<file path="src/rtl/amp_regs_consts.svh">
// amp_regs_consts.svh: addresses, field positions, reset values and counts
// assumes: included by bare name from the register bank, the host model and the bench
`ifndef AMP_REGS_CONSTS_SVH
`define AMP_REGS_CONSTS_SVH

// register addresses on the control port
`define ADDR_SHUTDOWN_FLAGS 8'h12
`define ADDR_WARN_FLAGS 8'h13
`define ADDR_PIN_MASK 8'h14
`define ADDR_AC_ENABLE_GAIN 8'h15
`define ADDR_AC_MEASURE_LENGTH_SEL_CURRENT 8'h16

// reset values
`define RST_WARN_FLAGS 8'h20
`define RST_PIN_MASK 8'h00
`define RST_AC_ENABLE_GAIN 8'h00
`define RST_AC_MEASURE_LENGTH_SEL_CURRENT 8'h00

// field positions
`define BIT_GLOBAL_FLAG 4
`define BIT_POR_FLAG 5
`define BIT_OVERCURRENT_ALERT_MASK 7
`define BIT_SHUTDOWN_ALERT_MASK 6
`define BIT_UNDERVOLT_ALERT_MASK 5
`define BIT_OVERVOLT_ALERT_MASK 4
`define BIT_DC_OFFSET_ALERT_MASK 3
`define BIT_MASK_ILIMIT 2
`define BIT_MASK_CLIP 1
`define BIT_THERMAL_WARN_MASK 0
`define BIT_GAIN_ONE_TWO 7
`define BIT_GAIN_THREE_FOUR 5
`define BIT_LOOPBACK 7
`define BIT_MEAS_LEN 4
`define BIT_CURRENT_HI 3
`define BIT_CURRENT_LO 2

// writable bits; reserved bits are dropped on write and read zero
`define WMASK_AC_ENABLE_GAIN 8'haf
`define WMASK_AC_MEASURE_LENGTH_SEL_CURRENT 8'h9c

// measurement lengths in cycles
`define MEAS_CYCLES_SHORT 7'h20
`define MEAS_CYCLES_LONG 7'h40

// impedance result step, in micro-ohm per count
`define AC_IMP_STEP_UOHM 249600

`endif

</file>
<file path="src/rtl/amp_regs_pkg.sv">
// amp_regs_pkg.sv: types shared by the fault, warning and ac-check registers
// assumes: constants come from amp_regs_consts.svh
package amp_regs_pkg;
  typedef logic [7:0] reg_byte_type;
  typedef logic [3:0] chan_vec_type;
  typedef enum logic [1:0] {
    CUR_10MA = 2'h0,
    CUR_19MA = 2'h1,
    CUR_RSVD_A = 2'h2,
    CUR_RSVD_B = 2'h3
  } ac_test_current_sel_type;
endpackage

</file>
<file path="src/rtl/amp_fault_warn_acdiag_regs.sv">
// amp_fault_warn_acdiag_regs.sv: thermal status, alert masks and ac-check setup
// assumes: status inputs synchronous to core_clk; host port decoded upstream
// Overview of operation
// - bit 4 of shutdown flags shows live device-wide thermal shutdown.
// - shutdown flags bits 3..0 show channel one..four thermal shutdown.
// - warning register bit 5 becomes 1 after a logic-supply power-on reset.
// - warning register at 0x13 reads 0x20 after reset.
// - warning register bit 4 shows live device-level thermal warning.
// - warning register bits 3..0 show channel one..four thermal warnings.
// - pin mask bit 7 set keeps overcurrent off the fault pin.
// - pin mask bit 6 set keeps thermal shutdown off the fault pin.
// - pin mask bits 5 and 4 gate undervoltage and overvoltage to fault pin.
// - pin mask bits 3 and 2 gate dc-offset and current limit to fault pin.
// - pin mask bit 1 set keeps clipping off the warning pin.
// - pin mask bit 0 set keeps thermal warnings off the warning pin.
// - pin mask register at 0x14 resets to 0x00, all classes reported.
// - ac control one bit 7 picks gain 1 or 4 for channels one, two.
// - ac control one bit 5 picks gain 1 or 4 for channels three, four.
// - ac control one bits 3..0 enable ac check on channels one..four.
// - ac control two bit 7 enables the ac check loopback path.
// - ac control two bit 4 picks 32 or 64 measurement cycles.
// - ac control two bits 3..2 pick 10 mA or 19 mA; host avoids 10, 11.
// - ac control registers at 0x15 and 0x16 reset to 0x00.
// - ac results are 8-bit impedance codes set up by both ac registers.
`timescale 1ns/1ps
`default_nettype none
`include "amp_regs_consts.svh"

module amp_fault_warn_acdiag_regs
  import amp_regs_pkg::*;
(
  input wire logic core_clk, // system clock, 100 MHz
  input wire logic rst, // synchronous reset, high; also the supply power-on reset
  input wire logic [7:0] reg_addr, // register address
  input wire logic reg_wr, // write strobe, one cycle
  input wire logic [7:0] reg_wdata, // write data
  input wire logic reg_rd, // read strobe, one cycle
  output logic [7:0] reg_rdata, // read data, valid with reg_rvalid
  output logic reg_rvalid, // read answer pulse
  input wire logic global_thermal_shutdown, // device-wide shutdown level
  input wire logic [3:0] chan_thermal_shutdown, // bit 3 channel one
  input wire logic global_thermal_warning, // device-level warning level
  input wire logic [3:0] chan_thermal_warning, // bit 3 channel one
  input wire logic overcurrent_fault, // any overcurrent fault present
  input wire logic undervolt_fault, // any undervoltage fault present
  input wire logic overvolt_fault, // any overvoltage fault present
  input wire logic dc_offset_fault, // any dc-offset fault present
  input wire logic current_limit_event, // current limit active
  input wire logic clipping_event, // clipping detected
  input wire logic por_flag_clear, // pulse from fault-clear logic
  output logic fault_alert_n, // fault pin, low active
  output logic warn_alert_n, // warning pin, low active
  output logic [3:0] chan_ac_check_en, // ac check enables, bit 3 channel one
  output logic paralleled_pair_one_two_gain, // 1 selects gain 4
  output logic paralleled_pair_three_four_gain, // 1 selects gain 4
  output logic ac_check_loopback_en, // loopback path enable
  output logic ac_measure_length_sel, // 0: 32 cycles, 1: 64 cycles
  output logic [6:0] ac_measure_cycles, // measurement length as a count
  output ac_test_current_sel_type ac_test_current_sel // test current code
);

  // status state
  logic [4:0] tsd_ff;
  logic [4:0] nxt_tsd;
  logic [4:0] warn_ff;
  logic [4:0] nxt_warn;
  logic por_ff;
  logic nxt_por;

  // control state
  reg_byte_type mask_ff;
  reg_byte_type nxt_mask;
  reg_byte_type acd1_ff;
  reg_byte_type nxt_acd1;
  reg_byte_type acd2_ff;
  reg_byte_type nxt_acd2;
  logic [6:0] cycles_ff;
  logic [6:0] nxt_cycles;

  // pins and read port
  logic fault_n_ff;
  logic nxt_fault_n;
  logic warn_n_ff;
  logic nxt_warn_n;
  reg_byte_type rdata_ff;
  reg_byte_type nxt_rdata;
  logic rvalid_ff;
  logic nxt_rvalid;

  // combined class levels before masking
  logic any_tsd;
  logic any_otw;
  logic [5:0] fault_class;
  logic [5:0] fault_mask;
  logic [1:0] warn_class;
  logic [1:0] warn_mask;

  // thermal flags are live copies; the analog side owns latching and recovery; the power-on flag holds until por_flag_clear
  always_comb
  begin
    nxt_tsd = {global_thermal_shutdown, chan_thermal_shutdown};
    nxt_warn = {global_thermal_warning, chan_thermal_warning};
    nxt_por = por_ff & ~por_flag_clear;
  end

  always_ff @(posedge core_clk)
  begin
    if (rst)
    begin
      tsd_ff <= 5'h00;
      warn_ff <= 5'h00;
      por_ff <= 1'b1;
    end
    else
    begin
      tsd_ff <= nxt_tsd;
      warn_ff <= nxt_warn;
      por_ff <= nxt_por;
    end
  end

  // control writes; reserved bits are stripped so they always read zero
  always_comb
  begin
    nxt_mask = mask_ff;
    nxt_acd1 = acd1_ff;
    nxt_acd2 = acd2_ff;
    if (reg_wr)
    begin
      case (reg_addr)
        `ADDR_PIN_MASK: nxt_mask = reg_wdata;
        `ADDR_AC_ENABLE_GAIN: nxt_acd1 = reg_wdata & `WMASK_AC_ENABLE_GAIN;
        `ADDR_AC_MEASURE_LENGTH_SEL_CURRENT: nxt_acd2 = reg_wdata & `WMASK_AC_MEASURE_LENGTH_SEL_CURRENT;
        default: ;
      endcase
    end
    // length count is loaded from the next select bit, so it changes on the same edge as the register
    nxt_cycles = nxt_acd2[`BIT_MEAS_LEN] ? `MEAS_CYCLES_LONG : `MEAS_CYCLES_SHORT;
  end

  always_ff @(posedge core_clk)
  begin
    if (rst)
    begin
      mask_ff <= `RST_PIN_MASK;
      acd1_ff <= `RST_AC_ENABLE_GAIN;
      acd2_ff <= `RST_AC_MEASURE_LENGTH_SEL_CURRENT;
      cycles_ff <= `MEAS_CYCLES_SHORT;
    end
    else
    begin
      mask_ff <= nxt_mask;
      acd1_ff <= nxt_acd1;
      acd2_ff <= nxt_acd2;
      cycles_ff <= nxt_cycles;
    end
  end

  // class gating: pins follow the raw inputs so they line up with the flags
  always_comb
  begin
    any_tsd = global_thermal_shutdown | (|chan_thermal_shutdown);
    any_otw = global_thermal_warning | (|chan_thermal_warning);
    fault_class = {overcurrent_fault, any_tsd, undervolt_fault, overvolt_fault,
                   dc_offset_fault, current_limit_event};
    fault_mask = mask_ff[`BIT_OVERCURRENT_ALERT_MASK:`BIT_MASK_ILIMIT];
    warn_class = {clipping_event, any_otw};
    warn_mask = mask_ff[`BIT_MASK_CLIP:`BIT_THERMAL_WARN_MASK];
    nxt_fault_n = ~(|(fault_class & ~fault_mask));
    nxt_warn_n = ~(|(warn_class & ~warn_mask));
  end

  always_ff @(posedge core_clk)
  begin
    if (rst)
    begin
      fault_n_ff <= 1'b1;
      warn_n_ff <= 1'b1;
    end
    else
    begin
      fault_n_ff <= nxt_fault_n;
      warn_n_ff <= nxt_warn_n;
    end
  end

  // read mux; unmapped addresses answer 0x00, reads have no side effects
  always_comb
  begin
    nxt_rvalid = reg_rd;
    nxt_rdata = rdata_ff;
    if (reg_rd)
    begin
      case (reg_addr)
        `ADDR_SHUTDOWN_FLAGS: nxt_rdata = {3'h0, tsd_ff};
        `ADDR_WARN_FLAGS: nxt_rdata = {2'h0, por_ff, warn_ff};
        `ADDR_PIN_MASK: nxt_rdata = mask_ff;
        `ADDR_AC_ENABLE_GAIN: nxt_rdata = acd1_ff;
        `ADDR_AC_MEASURE_LENGTH_SEL_CURRENT: nxt_rdata = acd2_ff;
        default: nxt_rdata = 8'h00;
      endcase
    end
  end

  always_ff @(posedge core_clk)
  begin
    if (rst)
    begin
      rdata_ff <= 8'h00;
      rvalid_ff <= 1'b0;
    end
    else
    begin
      rdata_ff <= nxt_rdata;
      rvalid_ff <= nxt_rvalid;
    end
  end

  // outputs straight from flops; ac setup feeds the impedance measurement
  assign reg_rdata = rdata_ff;
  assign reg_rvalid = rvalid_ff;
  assign fault_alert_n = fault_n_ff;
  assign warn_alert_n = warn_n_ff;
  assign chan_ac_check_en = acd1_ff[3:0];
  assign paralleled_pair_one_two_gain = acd1_ff[`BIT_GAIN_ONE_TWO];
  assign paralleled_pair_three_four_gain = acd1_ff[`BIT_GAIN_THREE_FOUR];
  assign ac_check_loopback_en = acd2_ff[`BIT_LOOPBACK];
  assign ac_measure_length_sel = acd2_ff[`BIT_MEAS_LEN];
  assign ac_measure_cycles = cycles_ff;
  // reserved codes are passed on as written; the host must not use them
  assign ac_test_current_sel = ac_test_current_sel_type'(acd2_ff[`BIT_CURRENT_HI:`BIT_CURRENT_LO]);
endmodule
`default_nettype wire

</file>
<file path="config.mk">
export PLATFORM = sky130hd
export DESIGN_NAME = amp_fault_warn_acdiag_regs
export DESIGN_NICKNAME = d
export VERILOG_FILES = /design/src/rtl/amp_regs_pkg.sv /design/src/rtl/amp_fault_warn_acdiag_regs.sv
export VERILOG_INCLUDE_DIRS = /design/src /design/src/rtl
export SDC_FILE = /design/constraint.sdc
export NUM_CORES = 1
export LEC_CHECK = 0
export BUFFER_PORTS_ARGS = -buffer_cell sky130_fd_sc_hd__buf_2
export CORE_MARGIN = 2
export CORE_UTILIZATION = 43
export CTS_CLUSTER_DIAMETER = 150
export DETAILED_ROUTE_END_ITERATION = 7
export GPL_TIMING_DRIVEN = 0
export PLACE_DENSITY = 0.8
export REMOVE_ABC_BUFFERS = 1
export SLEW_MARGIN = 25
export SYNTH_ARGS = -nofsm -noshare
export SYNTH_HDL_FRONTEND = slang
export SYNTH_SLANG_ARGS = --single-unit
</file>
<file path="constraint.sdc">
create_clock -name core_clk -period 1.4 [get_ports core_clk]
set_input_delay 0.28 -clock core_clk [delete_from_list [all_inputs] [get_ports core_clk]]
set_output_delay 0.28 -clock core_clk [all_outputs]
set_load 0.005 [all_outputs]
</file>
==> summary.md <==
| Metric | Value |
|---|---|
| Top FF cell, synth | dfxtp_1 |
| Post-synthesis mux area share | between 10% and 20% |
| CP top delay family | compound AO/OA/AOI/OAI gates |
| Arr. time, crit path | 1.45 ns |
| CTS Buf Count | 5 |
| Full die area | between 0.004 and 0.005 mm² |
| Hold path cells | 2 |
| Synth area leader | dfxtp_1 |
| Longest Clk Path Bufs | 2 |
| Final period utilization | between 90% and 100% |
| CP Cell Sequence | mux2_2 > a221oi_1 > nor2_1 > a22o_1 |
| Fin. Hold Viols | 0 |
| Required time of the worst setup path | 1.59 ns |
| Worst slew pin tran | approximately 0.64 ns |
| Critical path's slowest cell | dfxtp_1 |
| P&R area growth vs syn | 23.9% |
| Endpoints failing setup | 0 |
| Minimum clock period after layout | 1.26 ns |
| Tot GR Track Use | between 15 and 20% |
| Register-to-Register Path Depth | 4 |
| Sw power | ~0.53 mW |
| Post-Synth Adder-Cell Area | 0% |
| Pre-antenna DRT Iters | 4 |
| Comb power frac | approximately 7.7% |
| Worst-path clk slew | approximately 0.080 ns |
| Violation count after the first detailed-route iteration | 76 |
| Layout Utilization | between 50 and 60% |
| Clk root buf | clkbuf_8 |
| N_diodes | 0 |
| Pwr/cell area | roughly 1100 mW/mm² |
| Critical Path Source Type | flop |
| Layout cells sized above 1 | 33.8% |
| Achievable Freq | approximately 790 MHz |
| FFs w/ async S/R, synth | 0% |
| Global-route wire length before repair | between 5000 and 6000 µm |
| RSZ-0062 raised after global routing | no |
| Clock power frac | just over 40% |
| CTS sink count | approximately 40 |
| Pin count of the biggest net entering global routing | 38 |
| Status | complete, no violations |
| Seq/Total Area, Yosys | ~47% |
| Starting density of the core | between 40 and 50% |
| R2R setup slack | roughly 0.14 ns |
| Cells after DPL | roughly 270 |
| Largest family of logic cells by synthesized area | simple AND/OR/NAND/NOR gates |
| Hold_sp | chan_thermal_shutdown[2] |
| Total grt overflow | 0 |
| Main area contributors after synthesis | dfxtp_1 47%, mux2i_1 11%, nor2b_1 5.1% |
| Share of the synthesized area in the top cell type | ~47% |
| Max incr delay on CP | between 0.3 and 0.4 ns |
| # fillers | 386 |
| CTS tree | yes |
| VDD IR-drop max | between 0.0005 and 0.0006 V |
| # IOs | 65 |
| Final Max Tran Viols | 0 |
| Avg WL per Cell | ~14 µm |
| Hold Path Sink | tsd_ff[2]$_SDFF_PP0_ |
| Row count | 23 |
| Hold_buf cts | 0 |
| # DRC | 0 |
| Number of flops mapped to enable cells by yosys | 0 |
| Hold WS | 0.205 ns |
| Total power | roughly 2.3 mW |
| Most common cell in the netlist | dfxtp_1 |
| Leakage | 1.10 nW |
| Crit path capture type | flop |
| Post-layout nets | 264 |
| Die X | 67.5 µm |
| Setup TNS | 0 ns |
| Worst R2R End | reg_rdata[4]$_SDFFE_PP0P_ |
| Critical path class | flop to flop |
| Yosys warnings | 0 |
| Port Buf Inserts | just under 60 |
| Antenna violations before repair | 0 |
| Worst-path maximum fanout | 4 |
| Mapped Area | ~0.0017 mm² |
| Slew headroom | between 50 and 60% |
| Post-synthesis xor/xnor area fraction | 0% |
| Gpl congestion | around 0.74 |
| Avg Inst Size Synth | about 10 µm² |
| Vias per cell | approximately 5 |
| Syn Inst Count | between 150 and 200 |
| Final antenna-violating net count | 0 |
| P_int | 1.80 mW |
| Min-delay worst type | primary input to flop |
| DP Wirelength | between 2000 and 3000 µm |
| CP Buf/Inv Count | 0 |
| Vias in the first global route | between 1,000 and 1,500 |
| DR vias | between 1,000 and 1,500 |
| FF-to-FF Start | ac_measure_cycles[6]$_SDFF_PP0_ |
| #FFs+latches synth | 41 |
| Most frequent cells after synthesis | 41 x dfxtp_1, 23 x nor2_1, 19 x mux2i_1 |
| Worst Skew | about 0.0085 ns |
| Max Cap Viol | 0 |
| Worst skew pair latency | approximately 0.30 ns |
| Non-Filler Instances | about 280 |
| Compound-gate portion of the synthesized area | 13.3% |
| Core outline area | around 0.0039 mm² |
| Distinct cells, synth | 36 |
| Post-Synth Simple-Gate Area | 19.8% |
| Sequential share of power | between 50% and 60% |
| H-tree lvl count | 2 |
| Switch share | between 20% and 30% |
| Die Ht | roughly 67 µm |
| Drt total wl | 3760 µm |
==> layout make-up <==
cell class	instances	area (µm²)	area share, %
sequential	41	821	38.3
tap	50	62.6	2.92
clock buffer	5	68.8	3.21
clock inverter	3	46.3	2.16
inverter	5	18.8	0.875
timing repair buffer	61	310	14.5
multi-input combinational	113	818	38.1
==> cell usage in the layout, fill, tap and decap left out, types with 2 or more instances in the layout <==
cell type	n
inv_1	5
a221oi_1	9
conb_1	5
and3b_1	2
mux2_2	3
mux2i_1	19
nand3_1	2
buf_2	59
buf_4	2
a21oi_1	3
clkbuf_8	5
dfxtp_1	41
nand2_1	2
a22o_1	4
o21bai_1	2
nand4b_2	2
nand2b_1	5
nor2b_1	13
o32ai_1	2
nor2_1	23
==> layer usage <==
metal	vias to the layer above	GRT usage (%)	routed length (µm)
met5	-	0	0
met4	0	6.12	57
met3	5	5.33	267
met2	51	29.4	1760
met1	656	21.7	1680
li1	707	-	-
==> registers in the layout, indices dropped and copies added (netlist names), 2 cells and up <==
signal / flops
tsd_ff: 5
acd2_ff: 3
reg_rdata: 8
ac_measure_cycles: 2
warn_ff: 5
mask_ff: 8
acd1_ff: 6
==> through the flow <==
| step | setup WS (ns) | instance area, µm² |
|---|---|---|
| 2_1_floorplan | -0.0704 | 1660 |
| 3_3_place_gp | -0.445 | 2010 |
| 3_5_place_dp | -0.453 | 2010 |
| 4_1_cts | 0.150 | 2150 |
| 5_1_grt | 0.0250 | 2150 |
| 6_report | 0.136 | 2150 |
==> power by group through the flow <==
stage	sequential, mW	combinational (mW)	clock, mW
floorplan	1.22	0.0705	0
global placement	1.22	0.176	0
detailed placement	1.22	0.179	0
CTS	1.19	0.180	0.968
global route	1.20	0.200	1.02
finish	1.19	0.180	0.955
==> logic make-up after synthesis <==
logic type,after synthesis
multiplexers,22
buffers and inverters,21
other,1
flip-flops,41
AND/OR/NAND/NOR,58
AO/OA/AOI/OAI,28
==> repair_timing <==
action / CTS / global route
endpoints found under the setup margin: 9 / 0
endpoints found under the hold margin: 0 / 0
setup buffers: 2 / 0
resized for setup: 1 / 0
==> worst max-delay path by stage <==
stage | from | end | slack (ns) | cells after the start
6_report | ac_measure_cycles[6]$_SDFF_PP0_ | reg_rdata[4]$_SDFFE_PP0P_ | 0.14 | 4
5_1_grt | reg_addr[1] | reg_rdata[1]$_SDFFE_PP0P_ | 0.03 | 5
4_1_cts | ac_measure_cycles[6]$_SDFF_PP0_ | reg_rdata[4]$_SDFFE_PP0P_ | 0.15 | 4
3_5_place_dp | reg_addr[7] | mask_ff[4]$_SDFFE_PP0P_ | -0.45 | 5
3_3_place_gp | reg_addr[7] | mask_ff[4]$_SDFFE_PP0P_ | -0.45 | 5
2_1_floorplan | reg_addr[7] | mask_ff[0]$_SDFFE_PP0P_ | -0.07 | 4
Note: power is estimated with default switching activity, not from simulation.
